[src/hdl/vpi_params.svh]
// vectored priority interrupt constants: vector map, levels, offsets
// assumes word addressing on the program bus, 21-bit fetch addresses
`ifndef VPI_PARAMS_SVH
`define VPI_PARAMS_SVH

// ****************************************
// widths
// ****************************************
`define VPI_NUM_VEC 66
`define VPI_VEC_W 7
`define VPI_LVL_W 2
`define VPI_ADDR_W 21
`define VPI_BASE_W 16
`define VPI_BASE_SHIFT 7
`define VPI_ENTRY_SHIFT 1
`define VPI_ENTRY_RANGE_W 19

// ****************************************
// levels and special vectors
// ****************************************
`define VPI_LVL_TOP 2'h3
`define VPI_LVL_MID 2'h2
`define VPI_LVL_LOW 2'h1
`define VPI_LVL_ZERO 2'h0
`define VPI_VEC_RESET 7'h00
`define VPI_VEC_WDOG 7'h01
`define VPI_VEC_ILLEGAL 7'h02
`define VPI_VEC_SWI3 7'h03
`define VPI_VEC_STACK 7'h04
`define VPI_VEC_MISALIGN 7'h05
`define VPI_VEC_SWI2 7'h0e
`define VPI_VEC_SWI1 7'h0f
`define VPI_VEC_SWI0 7'h10
`define VPI_BOOT_BASE 16'h0200
`define VPI_BASE_RESET 16'h0000

// per-vector level class: 0 none/reserved, 1 fixed, 2 range 1-3, 3 range 0-2
// core fixed 2-5; debug 6,7,9-11; swi 14-16 fixed; 17-65 peripherals
`define VPI_CLASS_FIXED 2'h1
`define VPI_CLASS_HIGH 2'h2
`define VPI_CLASS_LOW 2'h3
// implemented-vector mask, bit n = vector n
`define VPI_IMPL_MASK 66'h3_fff7_efcf_fdf7_cefc
`endif

[src/hdl/vpi_pkg.sv]
// vectored priority interrupt types
// assumes vpi_params.svh in the include path
`include "vpi_params.svh"
package vpi_pkg;
  typedef struct packed {
    logic valid;
    logic [`VPI_LVL_W-1:0] level;
    logic [`VPI_VEC_W-1:0] vector;
  } vpi_grant_t;

  typedef struct packed {
    logic valid;
    logic [`VPI_VEC_W-1:0] vector;
    logic [`VPI_ADDR_W-1:0] addr;
  } vpi_fetch_t;

  typedef enum logic [1:0] {
    VPI_IDLE = 2'b00,
    VPI_OFFER = 2'b01,
    VPI_WAIT_DROP = 2'b10
  } vpi_state_t;
endpackage

[src/hdl/vpi_arbiter.sv]
// vectored priority interrupt arbiter: level first, then lowest vector
// assumes pending bits already masked to implemented vectors
`timescale 1ns/100ps
`include "vpi_params.svh"
module vpi_arbiter
  import vpi_pkg::*;
(
  // requests
  input wire logic [`VPI_NUM_VEC-1:0] pend,
  input wire logic [2*`VPI_NUM_VEC-1:0] levels,
  // winner
  output vpi_grant_t grant
);
  // ****************************************
  // per-level scan
  // ****************************************
  logic [3:0] lvl_any;
  logic [`VPI_VEC_W-1:0] lvl_vec [4];
  genvar g;
  generate
    for (g = 0; g < 4; g++) begin : g_lvl
      logic [`VPI_NUM_VEC-1:0] hit;
      always_comb begin
        for (int i = 0; i < `VPI_NUM_VEC; i++) begin
          hit[i] = pend[i] && (levels[2*i +: 2] == 2'(g));
        end
      end
      // highest index first so lowest vector wins [RL2]
      always_comb begin
        lvl_vec[g] = 7'h00;
        for (int i = `VPI_NUM_VEC - 1; i >= 0; i--) begin
          if (hit[i]) begin
            lvl_vec[g] = 7'(i);
          end
        end
      end
      assign lvl_any[g] = |hit;
    end
  endgenerate

  // ****************************************
  // level selection, 3 down to 0
  // ****************************************
  wire sel3 = lvl_any[3];
  wire sel2 = !sel3 && lvl_any[2];
  wire sel1 = !sel3 && !lvl_any[2] && lvl_any[1];
  assign grant.valid = |lvl_any;
  assign grant.level = sel3 ? 2'h3 : sel2 ? 2'h2 : sel1 ? 2'h1 : 2'h0; // [RL1]
  assign grant.vector = sel3 ? lvl_vec[3] : sel2 ? lvl_vec[2] :
                        sel1 ? lvl_vec[1] : lvl_vec[0]; // [RL1]
endmodule

[src/hdl/vpi_ctrl.sv]
// vectored priority interrupt controller top
// assumes synchronous request inputs and a core that acknowledges fetches
// How it works
// RL1: higher level always serviced before lower
// RL2: equal level, lowest vector number wins
// RL3: ranged sources take software level within range
// RL4: fetch address is base plus vector offset
// RL5: slots zero and one are reset overlays
// RL6: table holds jumps there, calls elsewhere
// RL7: core exceptions fixed at level three
// RL8: debug sources take level one to three
// RL9: external, low-voltage, clock sources level zero-two
// RL10: flash raises three requests, levels zero-two
// RL11: both spi ports raise full and empty
// RL12: serial port raises four requests, 44 reserved
// RL13: decoders raise home and index requests
// RL14: entries two words, 19-bit reach
// RL15: boot base makes slots reset addresses
// RL16: request pends until acknowledged or withdrawn
`timescale 1ns/100ps
`include "vpi_params.svh"
module vpi_ctrl
  import vpi_pkg::*;
(
  // clock and reset
  input wire logic clk_sys,
  input wire logic rst,
  // request sources, bit n is vector n
  input wire logic [`VPI_NUM_VEC-1:0] req,
  // software level setting, two bits per vector
  input wire logic [2*`VPI_NUM_VEC-1:0] level_cfg,
  input wire logic [`VPI_BASE_W-1:0] vector_base,
  // core side
  input wire logic core_mask_lvl_en,
  input wire logic [`VPI_LVL_W-1:0] core_mask_lvl,
  input wire logic fetch_ack,
  output logic irq_valid,
  output logic [`VPI_VEC_W-1:0] irq_vector,
  output logic [`VPI_LVL_W-1:0] irq_level,
  output logic [`VPI_ADDR_W-1:0] irq_addr,
  output logic boot_overlay
);
  // ****************************************
  // per-vector class table
  // ****************************************
  // implemented vectors, reserved slots never pend
  localparam logic [`VPI_NUM_VEC-1:0] IMPL = `VPI_IMPL_MASK;
  function automatic logic [1:0] vec_class(input int v);
    logic [1:0] c;
    c = 2'h0;
    if (v >= 2 && v <= 5) begin
      c = `VPI_CLASS_FIXED; // [RL7]
    end else if (v == 6 || v == 7 || (v >= 9 && v <= 11)) begin
      c = `VPI_CLASS_HIGH; // [RL8]
    end else if (v >= 14 && v <= 16) begin
      c = `VPI_CLASS_FIXED;
    end else if (v >= 17) begin
      c = `VPI_CLASS_LOW; // [RL9] [RL10] [RL11] [RL12] [RL13]
    end
    if (!IMPL[v]) begin
      c = 2'h0; // reserved slots incl. 44 [RL5] [RL12]
    end
    return c;
  endfunction

  function automatic logic [1:0] fixed_level(input int v);
    logic [1:0] l;
    l = `VPI_LVL_TOP;
    if (v == 14) begin
      l = `VPI_LVL_MID;
    end else if (v == 15) begin
      l = `VPI_LVL_LOW;
    end else if (v == 16) begin
      l = `VPI_LVL_ZERO;
    end
    return l;
  endfunction

  // ****************************************
  // effective level and pending per vector
  // ****************************************
  logic [2*`VPI_NUM_VEC-1:0] eff_lvl;
  logic [`VPI_NUM_VEC-1:0] pend_q;
  logic [`VPI_NUM_VEC-1:0] pend_d;
  logic [`VPI_NUM_VEC-1:0] ack_hot;
  logic [`VPI_NUM_VEC-1:0] gated;
  genvar g;
  generate
    for (g = 0; g < `VPI_NUM_VEC; g++) begin : g_vec
      localparam logic [1:0] CLS = vec_class(g);
      wire [1:0] sw = level_cfg[2*g +: 2];
      wire [1:0] lvl;
      if (CLS == `VPI_CLASS_FIXED) begin : g_fix
        assign lvl = fixed_level(g); // [RL7]
      end else if (CLS == `VPI_CLASS_HIGH) begin : g_hi
        assign lvl = (sw == 2'h0) ? `VPI_LVL_LOW : sw; // clamp to 1-3 [RL3] [RL8]
      end else begin : g_lo
        assign lvl = (sw == 2'h3) ? `VPI_LVL_MID : sw; // clamp to 0-2 [RL3] [RL9]
      end
      assign eff_lvl[2*g +: 2] = lvl;
      // pending while source asserts, cleared by ack, ack wins [RL16]
      assign pend_d[g] = (CLS != 2'h0) && req[g] && !(ack_hot[g] && pend_q[g]);
      assign gated[g] = pend_q[g] && (!core_mask_lvl_en || lvl >= core_mask_lvl);
    end
  endgenerate

  // ****************************************
  // arbitration
  // ****************************************
  vpi_grant_t win;
  vpi_arbiter u_arb (
    .pend(gated),
    .levels(eff_lvl),
    .grant(win)
  );

  // ****************************************
  // address forming
  // ****************************************
  wire [`VPI_ADDR_W-1:0] base_addr = {5'h00, vector_base} << `VPI_BASE_SHIFT;
  wire [`VPI_ADDR_W-1:0] offs = `VPI_ADDR_W'({win.vector, 1'b0}); // [RL14]
  wire [`VPI_ADDR_W-1:0] fetch_addr = base_addr + offs; // [RL4]
  wire is_boot = (vector_base == `VPI_BOOT_BASE); // [RL15]

  // ****************************************
  // offer handshake
  // ****************************************
  vpi_state_t state_q;
  vpi_state_t state_d;
  wire take = (state_q == VPI_OFFER) && fetch_ack;
  always_comb begin
    state_d = state_q;
    unique case (state_q)
      VPI_IDLE: begin
        if (win.valid) begin
          state_d = VPI_OFFER;
        end
      end
      VPI_OFFER: begin
        if (fetch_ack) begin
          state_d = VPI_WAIT_DROP;
        end else if (!win.valid) begin
          state_d = VPI_IDLE; // source withdrew [RL16]
        end
      end
      VPI_WAIT_DROP: begin
        state_d = VPI_IDLE;
      end
      default: begin
        state_d = VPI_IDLE; // unused code falls back to idle
      end
    endcase
  end
  // one-hot acknowledge of the offered vector
  always_comb begin
    ack_hot = '0;
    if (take) begin
      ack_hot[irq_vector] = 1'b1; // [RL16]
    end
  end

  // state, pending
  always_ff @(posedge clk_sys or posedge rst) begin
    if (rst) begin
      state_q <= VPI_IDLE;
      pend_q <= '0;
    end else begin
      state_q <= state_d;
      pend_q <= pend_d;
    end
  end

  // registered outputs, refreshed while offering so a higher winner preempts
  always_ff @(posedge clk_sys or posedge rst) begin
    if (rst) begin
      irq_valid <= 1'b0;
      irq_vector <= 7'h00;
      irq_level <= 2'h0;
      irq_addr <= 21'h00000;
      boot_overlay <= 1'b0;
    end else begin
      irq_valid <= win.valid && state_d == VPI_OFFER && !take;
      if (!take) begin
        irq_vector <= win.vector; // [RL1] [RL2]
        irq_level <= win.level;
        irq_addr <= fetch_addr; // [RL4]
      end
      boot_overlay <= is_boot; // [RL5] [RL15]
    end
  end
endmodule

[config.mk]
export PLATFORM = sky130hd
export DESIGN_NAME = vpi_ctrl
export DESIGN_NICKNAME = d
export VERILOG_FILES = /design/src/hdl/vpi_pkg.sv /design/src/hdl/vpi_arbiter.sv /design/src/hdl/vpi_ctrl.sv
export VERILOG_INCLUDE_DIRS = /design/src /design/src/hdl
export SDC_FILE = /design/constraint.sdc
export NUM_CORES = 1
export LEC_CHECK = 0
export BUFFER_PORTS_ARGS = -buffer_cell sky130_fd_sc_hd__buf_2
export CAP_MARGIN = 20
export CORE_MARGIN = 1
export CORE_UTILIZATION = 52
export CTS_BUF_LIST = sky130_fd_sc_hd__clkbuf_8 sky130_fd_sc_hd__clkbuf_16
export CTS_CLUSTER_DIAMETER = 150
export DETAILED_ROUTE_END_ITERATION = 8
export PLACE_DENSITY = 0.74
export SETUP_SLACK_MARGIN = 0.1
export SLEW_MARGIN = 20
export SYNTH_ARGS = -nofsm -noshare
export SYNTH_HDL_FRONTEND = slang
export SYNTH_HIERARCHICAL = 1
export SYNTH_SLANG_ARGS = --single-unit
[constraint.sdc]
create_clock -name clk_sys -period 4.9 [get_ports clk_sys]
set_input_delay 0.245 -clock clk_sys [delete_from_list [all_inputs] [get_ports clk_sys]]
set_output_delay 0.245 -clock clk_sys [all_outputs]
set_load 0.05 [all_outputs]
# Word-level counts from Yosys, hierarchy flattened
# Index checks and enable logic that the tools add are counted.
# totals
word_cells	1045
input_bits	220
ff_bits	89
out_inout_bits	32
# op_classes
eq_ne	190
muxes	260
order_cmp	54
n_addsub	1
n_reduce_logical	533
# ops
op	count
$mux 7	202
$logic_and 1x1->1	364
$eq 2x2->1 const B	139
$reduce_or 199->1	1
$logic_not 2->1	54
$mux 2	53
$eq 2x1->1 const B	50
$reduce_or 49->1	2
$ge 2x2->1	48
$mux 66	1
$logic_not 1->1	59
$logic_or 1x1->1	52
$reduce_or 52->1	1
$add 21x8->21	1
$eq 16x10->1 const B	1
$lt 7x8->1 const B	1
$demux 1 s7	1
$ge 7x1->1 const B	1
$ge 1x2->1 const A	2
$ge 2x2->1 const A	2
$pmux 2 s2	1
$mux 1	2

# Logic depth before layout (Yosys ltp)
# Gate-level depths: netlist (run 1).
# depth
ltp_word	60
mapped_depth	19
ltp_nobuf	19

# Modules after synthesis
# The synthesis (run 1) kept the hierarchy.
# by_module_without_submodules
module	cells_per_inst	instances	area_each_um2	seq_area_each_um2
vpi_ctrl	851	1	6612.6	2052.0
vpi_arbiter	884	1	5610.4	0.0

# Worst setup path before layout (run 1)
# No wires, ideal clock.
# synth_timing
kind	in2reg
start	input port core_mask_lvl[1]
end	register irq_addr[17]
t_arrival_ps	4824
path_slack_ps	-54
n_path_buf	0
setup_time_ps	129
required_ps	4771
path_stages	18
path_cell_list	inv_1 ha_1 o21ai_0 a31oi_1 and3b_1 nor4_1 nor4b_1 nand4_1 or4_1 nor2_1 nand3_1 o2bb2ai_1 ha_1 ha_1 and4_1 nor3b_1 xnor2_1 o21ai_1
# synth_lines
element	line	source
start, declared	vpi_ctrl.sv:35	input wire logic [`VPI_LVL_W-1:0] core_mask_lvl,
end signal, assigned	vpi_ctrl.sv:186	irq_addr <= fetch_addr;
end, declared	vpi_ctrl.sv:40	output logic [`VPI_ADDR_W-1:0] irq_addr,

==> impl_metrics.yaml, run 1 <==
floorplan:
  ios: 252
  core_sq_um: 22800
  placementRows: 55
  die_w_um: 155
  die_area_sq_um: 24100
  start_util: 0.535
  die_height_um: 155
final_layout:
  seqCellArea_sq_um: 2050
  multi_input_area_sq_um: 9310
  fin_area_sq_um: 14800
  drive_gt1_frac: 0.187
  nets: 2399
  fillers: 2198
  diodes: 0
  area_growth_pct: 21.2
outcome:
  status: "completed"
drt:
  wire_per_inst_um: 18.7
  drtIter0Drc: 1192
  drc: 0
  dr.pass1.iters: 8
  wl_mm: 44.9
  vias_per_cell: 5.82
  routed-via-count: 14000
  ant_nets: 0
power:
  finalPower_mw: 2.98
  peakVddDrop_mv: 0.223
  power.density_nw_per_um2: 201
  power_leakage_nw: 7.67
setup_path:
  crit_path_max_incr_delay_ns: 0.58
  crit_slowest_cell: "or4_1"
  reg2reg_depth: 18
  startpoint_type: "input port"
  r2r-end: "irq_addr[15]"
  cp.arrival_ns: 4.76
  r2r-start: "pend_q[15]"
  path_cells: "buf_2 > clkinvlp_4 > buf_12 > buf_4 > ha_1 > o21ai_0 > a31oi_1 > nand3b_1 > nand4_1 > nor4_2 > buf_4 > nand4_1 > or4_1 > nor2_2 > nand3_1 > o2bb2ai_1 > buf_4 > ha_1 > ha_1 > and4_1 > buf_4 > nand4_1 > xor2_1 > o21ai_0"
  cp_common_cell: "buf_4"
  critPathKind: "input port to register"
  worstSetupEndpointType: "register"
  cp.required_ns: 5.18
  r2r_setup_slack_ns: 0.68
  crit_fanout: 14
clock_tree:
  cts_max_level: 3
  cts_sinks: 82
  cts.path.max_buffers: 2
  path_clk_slew_ns: 0.08
  cts_buffers: 9
  worstSkewPairLatency_ns: 0.36
  holdBufCountCts: 0
  root_buffer: "clkbuf_16"
  cts_tree: "yes"
timing:
  finalSetupViolations: 0
  final_max_slew_viol_count: 0
  clock_skew_ns: 0.0116
  post-route-period-util: 0.914
  maxSlewHeadroom: 0.262
  tightest_slew_ns: 1.10
  hold_viol_final: 0
  fmax_mhz: 223
  period_minus_slack_ns: 4.48
  tns_ns: 0
  rsz0062_at_grt: "false"
global_route:
  grt_max_degree: 44
  grt_pass1_wl_mm: 68.9
  track_usage: 0.371
  antenna_found_initial: 1
  grt-ovfl-total: 0
  grt_pass1_vias: 12900
place:
  dpl_cell_area_sq_um: 14500
  port_buffers: 225
  hpwl_mm: 37.1
  gp_congestion: 0.988
synth:
  synth_xor_area_frac: 0.00860
  synth.avg_cell_area_sq_um: 7.04
  synthCells: 1735
  synth_fa_ha_area_frac: 0.100
  ys_seq_elements: 82
  yosys-top-cells-area: "dfrtp_1 17%, ha_1 10%, inv_1 8.0%, a31oi_1 5.8%, nand3b_1 5.6%"
  synth_top_family_by_area: "simple AND/OR/NAND/NOR gates"
  netlist-cell-type-count: 86
  synth_common_cells: "261 x inv_1, 143 x nand2_1, 114 x a31oi_1"
  yosysSeqAreaShare: 0.168
  synthFlopType: "dfrtp_1"
  yosysWarnings: 6
  syn-cell-area_sq_um: 12200
  synthSimpleGateAreaFrac: 0.415
  synthMuxAreaShare: 0
  synth_compound_area_frac: 0.200
  synth.most_common_cell: "inv_1"
  synth-edff-count: 0
  synth_top_area_share: 0.168
  synth-async-reset-ratio: 1.00
  synth_top_area_cell: "dfrtp_1"
flow_run:
  cap_viol_max_count: 0
worst_hold_path:
  hp-class: "input port to asynchronous set/reset pin"
## per-layer routing
layer / vias to the layer above / track usage / share of wire
met1: 6535 / 0.502 / 0.45
met2: 530 / 0.591 / 0.43
li1: 6832 / - / -
met5: - / 0 / 0.00029
met3: 70 / 0.0643 / 0.083
met4: 2 / 0.133 / 0.031
## worst max-delay path by stage
stage	endpoint	startpoint	slack (ns)	cells past startpoint
after floorplan	irq_addr[17]	core_mask_lvl[1]	0.15	18
after global placement	irq_addr[15]	core_mask_lvl[1]	0.21	24
after detailed placement	irq_addr[15]	core_mask_lvl[1]	0.08	23
after CTS	irq_addr[15]	core_mask_lvl[1]	0.43	23
after global routing	irq_addr[15]	core_mask_lvl[1]	0.1	24
final	irq_addr[15]	core_mask_lvl[1]	0.42	24
## flip-flops by register name, indices dropped and copies added (netlist names)
signal and cells:
irq_valid 1, irq_level 2, state_q 2, irq_vector 7
pend_q 55, boot_overlay 1, irq_addr 14
## kinds of logic after synthesis
group | count (synthesis)
buffers and inverters | 343
flip-flops | 82
adder cells (fa/ha/maj) | 98
AND/OR/NAND/NOR | 815
other | 2
XOR/XNOR | 12
AO/OA/AOI/OAI | 383
## what timing repair did
item                       4_1_cts  5_1_grt
setup endpoints to repair        0        3
buffers inserted                 0        2
resized for setup                0        7
## area by class of cell
cell class / instances / share of cell area
Clock inverter: 7 / 0.00549
Tap cell: 313 / 0.0264
Clock buffer: 9 / 0.0152
Sequential cell: 82 / 0.138
Inverter: 263 / 0.0670
Multi-Input combinational cell: 1420 / 0.628
Timing Repair Buffer: 305 / 0.119
## where the power goes
part	switching [mW]	internal, mW	total [mW]
combinational	0.932	0.511	1.44
sequential	0.0761	0.734	0.810
clock	0.367	0.364	0.732
## stage by stage
stage,util,setup WS [ns],hold WS (ns),instances
floorplan,-,0.150,0.332,1845
global placement,0.633,0.210,0.401,2381
detailed placement,0.633,0.0812,0.422,2381
CTS,0.646,0.434,0.0264,2397
global route,0.649,0.0976,0.0697,2399
finish,0.649,0.423,0.00362,2399
## critical path, delay by kind of cell
kind	cells	cell delay, ns
AND/OR/NAND/NOR	9	2.02
adder cells (fa/ha/maj)	3	0.65
XOR/XNOR	1	0.15
AO/OA/AOI/OAI	4	0.58
buffers and inverters	7	1.10
## layout by cell type (no fill, tap or decap), types with 7 or more instances in the layout
cell type,Yosys,final
nor3_1,26,25
nand2_1,143,143
buf_4,7,76
nor3b_1,53,53
o2111ai_1,10,10
xnor2_1,8,8
and4_1,7,7
clkbuf_16,0,9
nor4_1,26,24
or3b_2,20,20
o211ai_1,21,21
nand2b_1,71,71
inv_1,261,259
a31oi_1,114,114
o31ai_1,8,8
nand4_1,42,42
nand4b_1,7,7
o21bai_1,8,8
dfrtp_1,82,82
and3b_1,49,49
a211oi_1,14,14
conb_1,2,112
ha_1,98,98
o21ai_0,97,97
nor2b_1,35,35
nor2_1,76,75
and2_1,11,11
nand3_1,92,92
a21oi_1,56,56
buf_2,2,225
nand3b_1,91,91
Power figures use the tool's default switching activity.
==> inputs of run 2 (changes only) <==
--- a/config.mk
+++ b/config.mk
@@ -6,6 +6,7 @@
 export SDC_FILE = /design/constraint.sdc
 export NUM_CORES = 1
 export LEC_CHECK = 0
+export ABC_CLOCK_PERIOD_IN_PS = 4900
 export BUFFER_PORTS_ARGS = -buffer_cell sky130_fd_sc_hd__buf_2
 export CAP_MARGIN = 20
 export CORE_MARGIN = 1
@@ -14,6 +15,7 @@
 export CTS_CLUSTER_DIAMETER = 150
 export DETAILED_ROUTE_END_ITERATION = 8
 export PLACE_DENSITY = 0.74
+export RECOVER_POWER = 50
 export SETUP_SLACK_MARGIN = 0.1
 export SLEW_MARGIN = 20
 export SYNTH_ARGS = -nofsm -noshare
==> impl_metrics.yaml, run 2 (same netlist as run 1, synthesis figures left out) <==
outcome:
  status: "finished with violations"
  violations: "capacitance limit, slew limit"
drt:
  wl_mm: 44.9
  vias_per_cell: 5.83
  wire_per_inst_um: 18.7
  dr.pass1.iters: 6
  ant_nets: 0
  drc: 0
  routed-via-count: 14000
  drtIter0Drc: 1197
setup_path:
  cp.arrival_ns: 4.79
  startpoint_type: "input port"
  critPathKind: "input port to register"
  cp.required_ns: 5.18
  crit_fanout: 14
  r2r_setup_slack_ns: 0.69
  worstSetupEndpointType: "register"
timing:
  finalSetupViolations: 0
  final_max_slew_viol_count: 85
  tightest_slew_ns: 2.40
  post-route-period-util: 0.919
  period_minus_slack_ns: 4.50
  setup_ws_ns: 0.397
  fmax_mhz: 222
  tns_ns: 0
  hold_viol_final: 0
  clock_skew_ns: 0.0111
  rsz0062_at_grt: "false"
  maxSlewHeadroom: -0.601
floorplan:
  start_util: 0.535
  die_area_sq_um: 24100
  die_w_um: 155
  die_height_um: 155
  ios: 252
  placementRows: 55
  core_sq_um: 22800
final_layout:
  diodes: 0
  reg.largest.list: "pend_q: 55 flops, irq_addr: 14 flops, irq_vector: 7 flops"
  drive_gt1_frac: 0.177
  final_common_cell: "inv_1"
  nets: 2399
  regMostFlops: "pend_q"
  largest_reg_flops: 55
  final_cell_mix: "259 x inv_1, 206 x buf_2, 143 x nand2_1"
  area_growth_pct: 21.0
clock_tree:
  cts.path.max_buffers: 2
  root_buffer: "clkbuf_16"
  cts_sinks: 82
  cts_tree: "yes"
  worstSkewPairLatency_ns: 0.37
  cts_buffers: 9
  cts_max_level: 3
  holdBufCountCts: 0
  path_clk_slew_ns: 0.08
power:
  power.density_nw_per_um2: 201
  peakVddDrop_mv: 0.222
  power_leakage_nw: 7.61
place:
  dp_slack_ns: 0.0812
  port_buffers: 225
  gp_congestion: 0.988
  hpwl_mm: 37.1
global_route:
  grt-ovfl-total: 0
  antenna_found_initial: 1
  track_usage: 0.371
  grt_pass1_vias: 12900
  grt_pass1_wl_mm: 68.9
  grt_max_degree: 44
worst_hold_path:
  hp-class: "input port to register"
flow_run:
  cap_viol_max_count: 2
## run 2: what timing repair did
item / in CTS / in global routing
resized for setup: 0 / 7
setup buffers: 0 / 2
endpoints found under the hold margin: 0 / 0
setup endpoints to repair: 0 / 3
## run 2: routing by layer
layer,vias to the layer above,global-route usage,wire (um)
met5,-,0,13
met4,2,0.133,1470
met3,81,0.0643,3420
met2,517,0.591,19500
met1,6552,0.502,20500
li1,6825,-,-
## run 2: through the flow
stage	area, sq um	hold WS [ns]	power, mW	util	instances
CTS	14800	0.0264	2.95	0.646	2397
finish	14800	0.0728	2.97	0.647	2399
floorplan	12600	0.332	1.73	-	1845
global placement	14500	0.401	2.18	0.633	2381
global route	14800	0.0697	3.15	0.647	2399
detailed placement	14500	0.422	2.21	0.633	2381
## run 2: area by class of cell
class,instances,area [sq um]
clock buffer,9,225
multi-input combinational,1420,9310
inverter,263,992
tap,313,392
timing repair buffer,305,1740
fill,2204,8060
sequential,82,2050
clock inverter,7,81.3
## run 2: final timing paths
check                                to  depth (start not counted)        startpoint
min                          pend_q[16]                          3           req[16]
min reg2reg                  pend_q[59]                          1        pend_q[59]
min in group asynchronous  irq_addr[20]                          2               rst
max                        irq_addr[15]                         24  core_mask_lvl[1]
max in group asynchronous    pend_q[32]                          3               rst
max reg2reg                irq_addr[15]                         18        pend_q[15]
## run 2: where the power goes
group	switching, mW	internal (mW)
combinational	0.929	0.504
sequential	0.0764	0.734
clock	0.367	0.364
total	1.37	1.60
## run 2: worst max-delay path, stage by stage
cell,delay (ns)
buf_2,0.14
clkinvlp_4,0.13
buf_12,0.16
buf_4,0.20
ha_1,0.31
o21ai_0,0.08
a31oi_1,0.17
nand3b_1,0.19
nand4_1,0.20
nor4_2,0.35
buf_4,0.19
nand4_1,0.12
or4_1,0.58
nor2_2,0.17
nand3_1,0.09
o2bb2ai_1,0.17
buf_4,0.15
ha_1,0.17
ha_1,0.17
and4_1,0.24
buf_4,0.14
nand4_1,0.10
xor2_1,0.15
o21ai_0,0.15
==> inputs of run 3 (changes only) <==
--- a/config.mk
+++ b/config.mk
@@ -10,11 +10,11 @@
 export BUFFER_PORTS_ARGS = -buffer_cell sky130_fd_sc_hd__buf_2
 export CAP_MARGIN = 20
 export CORE_MARGIN = 1
-export CORE_UTILIZATION = 52
+export CORE_UTILIZATION = 45
 export CTS_BUF_LIST = sky130_fd_sc_hd__clkbuf_8 sky130_fd_sc_hd__clkbuf_16
 export CTS_CLUSTER_DIAMETER = 150
 export DETAILED_ROUTE_END_ITERATION = 8
-export PLACE_DENSITY = 0.74
+export PLACE_DENSITY = 0.66
 export RECOVER_POWER = 50
 export SETUP_SLACK_MARGIN = 0.1
 export SLEW_MARGIN = 20
==> impl_metrics.yaml, run 3 (same netlist as run 1, synthesis figures left out) <==
outcome:
  status: "finished with violations"
  violations: "capacitance limit, slew limit"
place:
  dp_slack_ns: 0.0758
  gp_congestion: 0.955
  port_buffers: 225
  hpwl_mm: 38.2
setup_path:
  crit_slowest_cell: "or4_1"
  crit_fanout: 20
  r2r-start: "pend_q[42]"
  crit_path_max_incr_delay_ns: 0.56
  r2r_setup_slack_ns: 0.84
  reg2reg_depth: 19
  r2r-end: "irq_addr[17]"
  worstSetupEndpointType: "register"
  cp.required_ns: 5.12
  critPathKind: "input port to register"
  path_cells: "buf_2 > clkinvlp_4 > buf_4 > ha_1 > o21ai_0 > a31oi_1 > and3b_2 > nor4bb_1 > buf_4 > and4b_1 > nand4_1 > or4_1 > nor2_2 > nand3_1 > o2bb2ai_1 > buf_4 > ha_1 > ha_1 > and4_1 > nor3b_1 > xnor2_1 > o21ai_1"
  startpoint_type: "input port"
  cp.arrival_ns: 4.67
final_layout:
  multi_input_area_sq_um: 9250
  seqCellArea_sq_um: 2050
  final_cell_mix: "260 x inv_1, 193 x buf_2, 143 x nand2_1"
  regMostFlops: "pend_q"
  diodes: 0
  final_common_cell: "inv_1"
  drive_gt1_frac: 0.177
  area_growth_pct: 22.2
  reg.largest.list: "pend_q: 55 flops, irq_addr: 14 flops, irq_vector: 7 flops"
  largest_reg_flops: 55
  fillers: 2659
  fin_util: 0.567
  nets: 2426
floorplan:
  ios: 252
  die_height_um: 167
  start_util: 0.464
  placementRows: 59
  die_w_um: 167
  core_sq_um: 26400
  die_area_sq_um: 27800
timing:
  hold_viol_final: 0
  hold_ws_ns: 0.0692
  final_max_slew_viol_count: 34
  period_minus_slack_ns: 4.44
  post-route-period-util: 0.906
  maxSlewHeadroom: -0.0654
  finalSetupViolations: 0
  tns_ns: 0
  clock_skew_ns: 0.0188
  tightest_slew_ns: 1.59
  fmax_mhz: 225
  setup_ws_ns: 0.460
  rsz0062_at_grt: "false"
global_route:
  grt-ovfl-total: 0
  grt_util_met1: 0.451
  track_usage: 0.325
  grt_pass1_vias: 12800
  top_usage_layer: "met2"
  grt_max_degree: 51
  use_met3: 0.0516
  antenna_found_initial: 0
  grt_pass1_wl_mm: 70.1
  grt_use_met2: 0.516
drt:
  wire_per_inst_um: 18.8
  drc: 0
  wl_mm: 46.0
  drtIter0Drc: 875
  routed-via-count: 13800
  dr.pass1.iters: 5
  vias_per_cell: 5.65
  ant_nets: 0
clock_tree:
  cts_sinks: 82
  root_buffer: "clkbuf_16"
  cts_setup_buffers: 0
  cts_buffers: 9
  cts_max_level: 3
  path_clk_slew_ns: 0.09
  cts_tree: "yes"
  cts.path.max_buffers: 2
  worstSkewPairLatency_ns: 0.37
worst_hold_path:
  hp-class: "input port to register"
  min_path_cells: 3
  worst_hold_startpoint: "req[43]"
  min_to: "pend_q[43]"
power:
  peakVddDrop_mv: 0.184
  power.density_nw_per_um2: 201
  power_leakage_nw: 7.65
flow_run:
  cap_viol_max_count: 1
-- run 3: changes by cell type in the layout (fill, tap and decap cells not counted), sizes merged --
cell         delta
clkbuf         +16
buf            +10
clkinv          -3
clkinvlp        +2
dlygate4sd3     +1
inv             +1
-- run 3: worst max path at each step --
| stage | from | end | slack, ns | depth (start not counted) |
|---|---|---|---|---|
| global placement | core_mask_lvl[1] | irq_addr[15] | 0.16 | 23 |
| CTS | core_mask_lvl[1] | irq_addr[17] | 0.46 | 22 |
| detailed placement | core_mask_lvl[1] | irq_addr[17] | 0.08 | 22 |
| finish | core_mask_lvl[1] | irq_addr[17] | 0.46 | 22 |
| floorplan | core_mask_lvl[1] | irq_addr[17] | 0.15 | 18 |
| global route | core_mask_lvl[1] | irq_addr[15] | 0.14 | 23 |
-- run 3: per-layer routing --
layer | wire length [um] | vias to the layer above
li1 | - | 6887
met1 | 21900 | 6432
met3 | 2900 | 60
met4 | 1170 | 0
met2 | 19900 | 452
met5 | 0 | -
-- run 3: what timing repair did --
action,in CTS,in global routing
hold endpoints to repair,32,0
resized for setup,0,2
hold buffers,1,0
endpoints found under the setup margin,0,2
-- run 3: power breakdown --
part	total [mW]	switching (mW)	internal, mW	leakage [nW]
Combinational	1.44	0.929	0.507	6.55
Clock	0.761	0.399	0.362	0.139
Sequential	0.812	0.0779	0.734	0.966
Total	3.01	1.41	1.60	7.65
-- run 3: final cells by class --
| class | instances | share of cell area |
|---|---|---|
| Multi-Input combinational cell | 1420 | 0.619 |
| Sequential cell | 82 | 0.137 |
| Timing Repair Buffer | 332 | 0.129 |
| Inverter | 263 | 0.0664 |
| Tap cell | 335 | 0.0281 |
| Clock buffer | 9 | 0.0151 |
| Clock inverter | 7 | 0.00477 |
-- run 3: critical path, delay by kind of cell --
family	cells	cell delay [ns]
and+or+nand+nor	9	2.27
buffers and inverters	5	0.86
adders and majority gates	3	0.67
AOI/OAI and AO/OA	4	0.44
xor gates and xnor gates	1	0.16
-- run 3: through the flow --
stage | std cells | total power [mW] | instance area [sq um]
floorplan | 1845 | 1.73 | 12600
global placement | 2431 | 2.21 | 14700
detailed placement | 2431 | 2.24 | 14700
CTS | 2448 | 3.01 | 15000
global route | 2448 | 3.18 | 14900
finish | 2448 | 3.01 | 14900
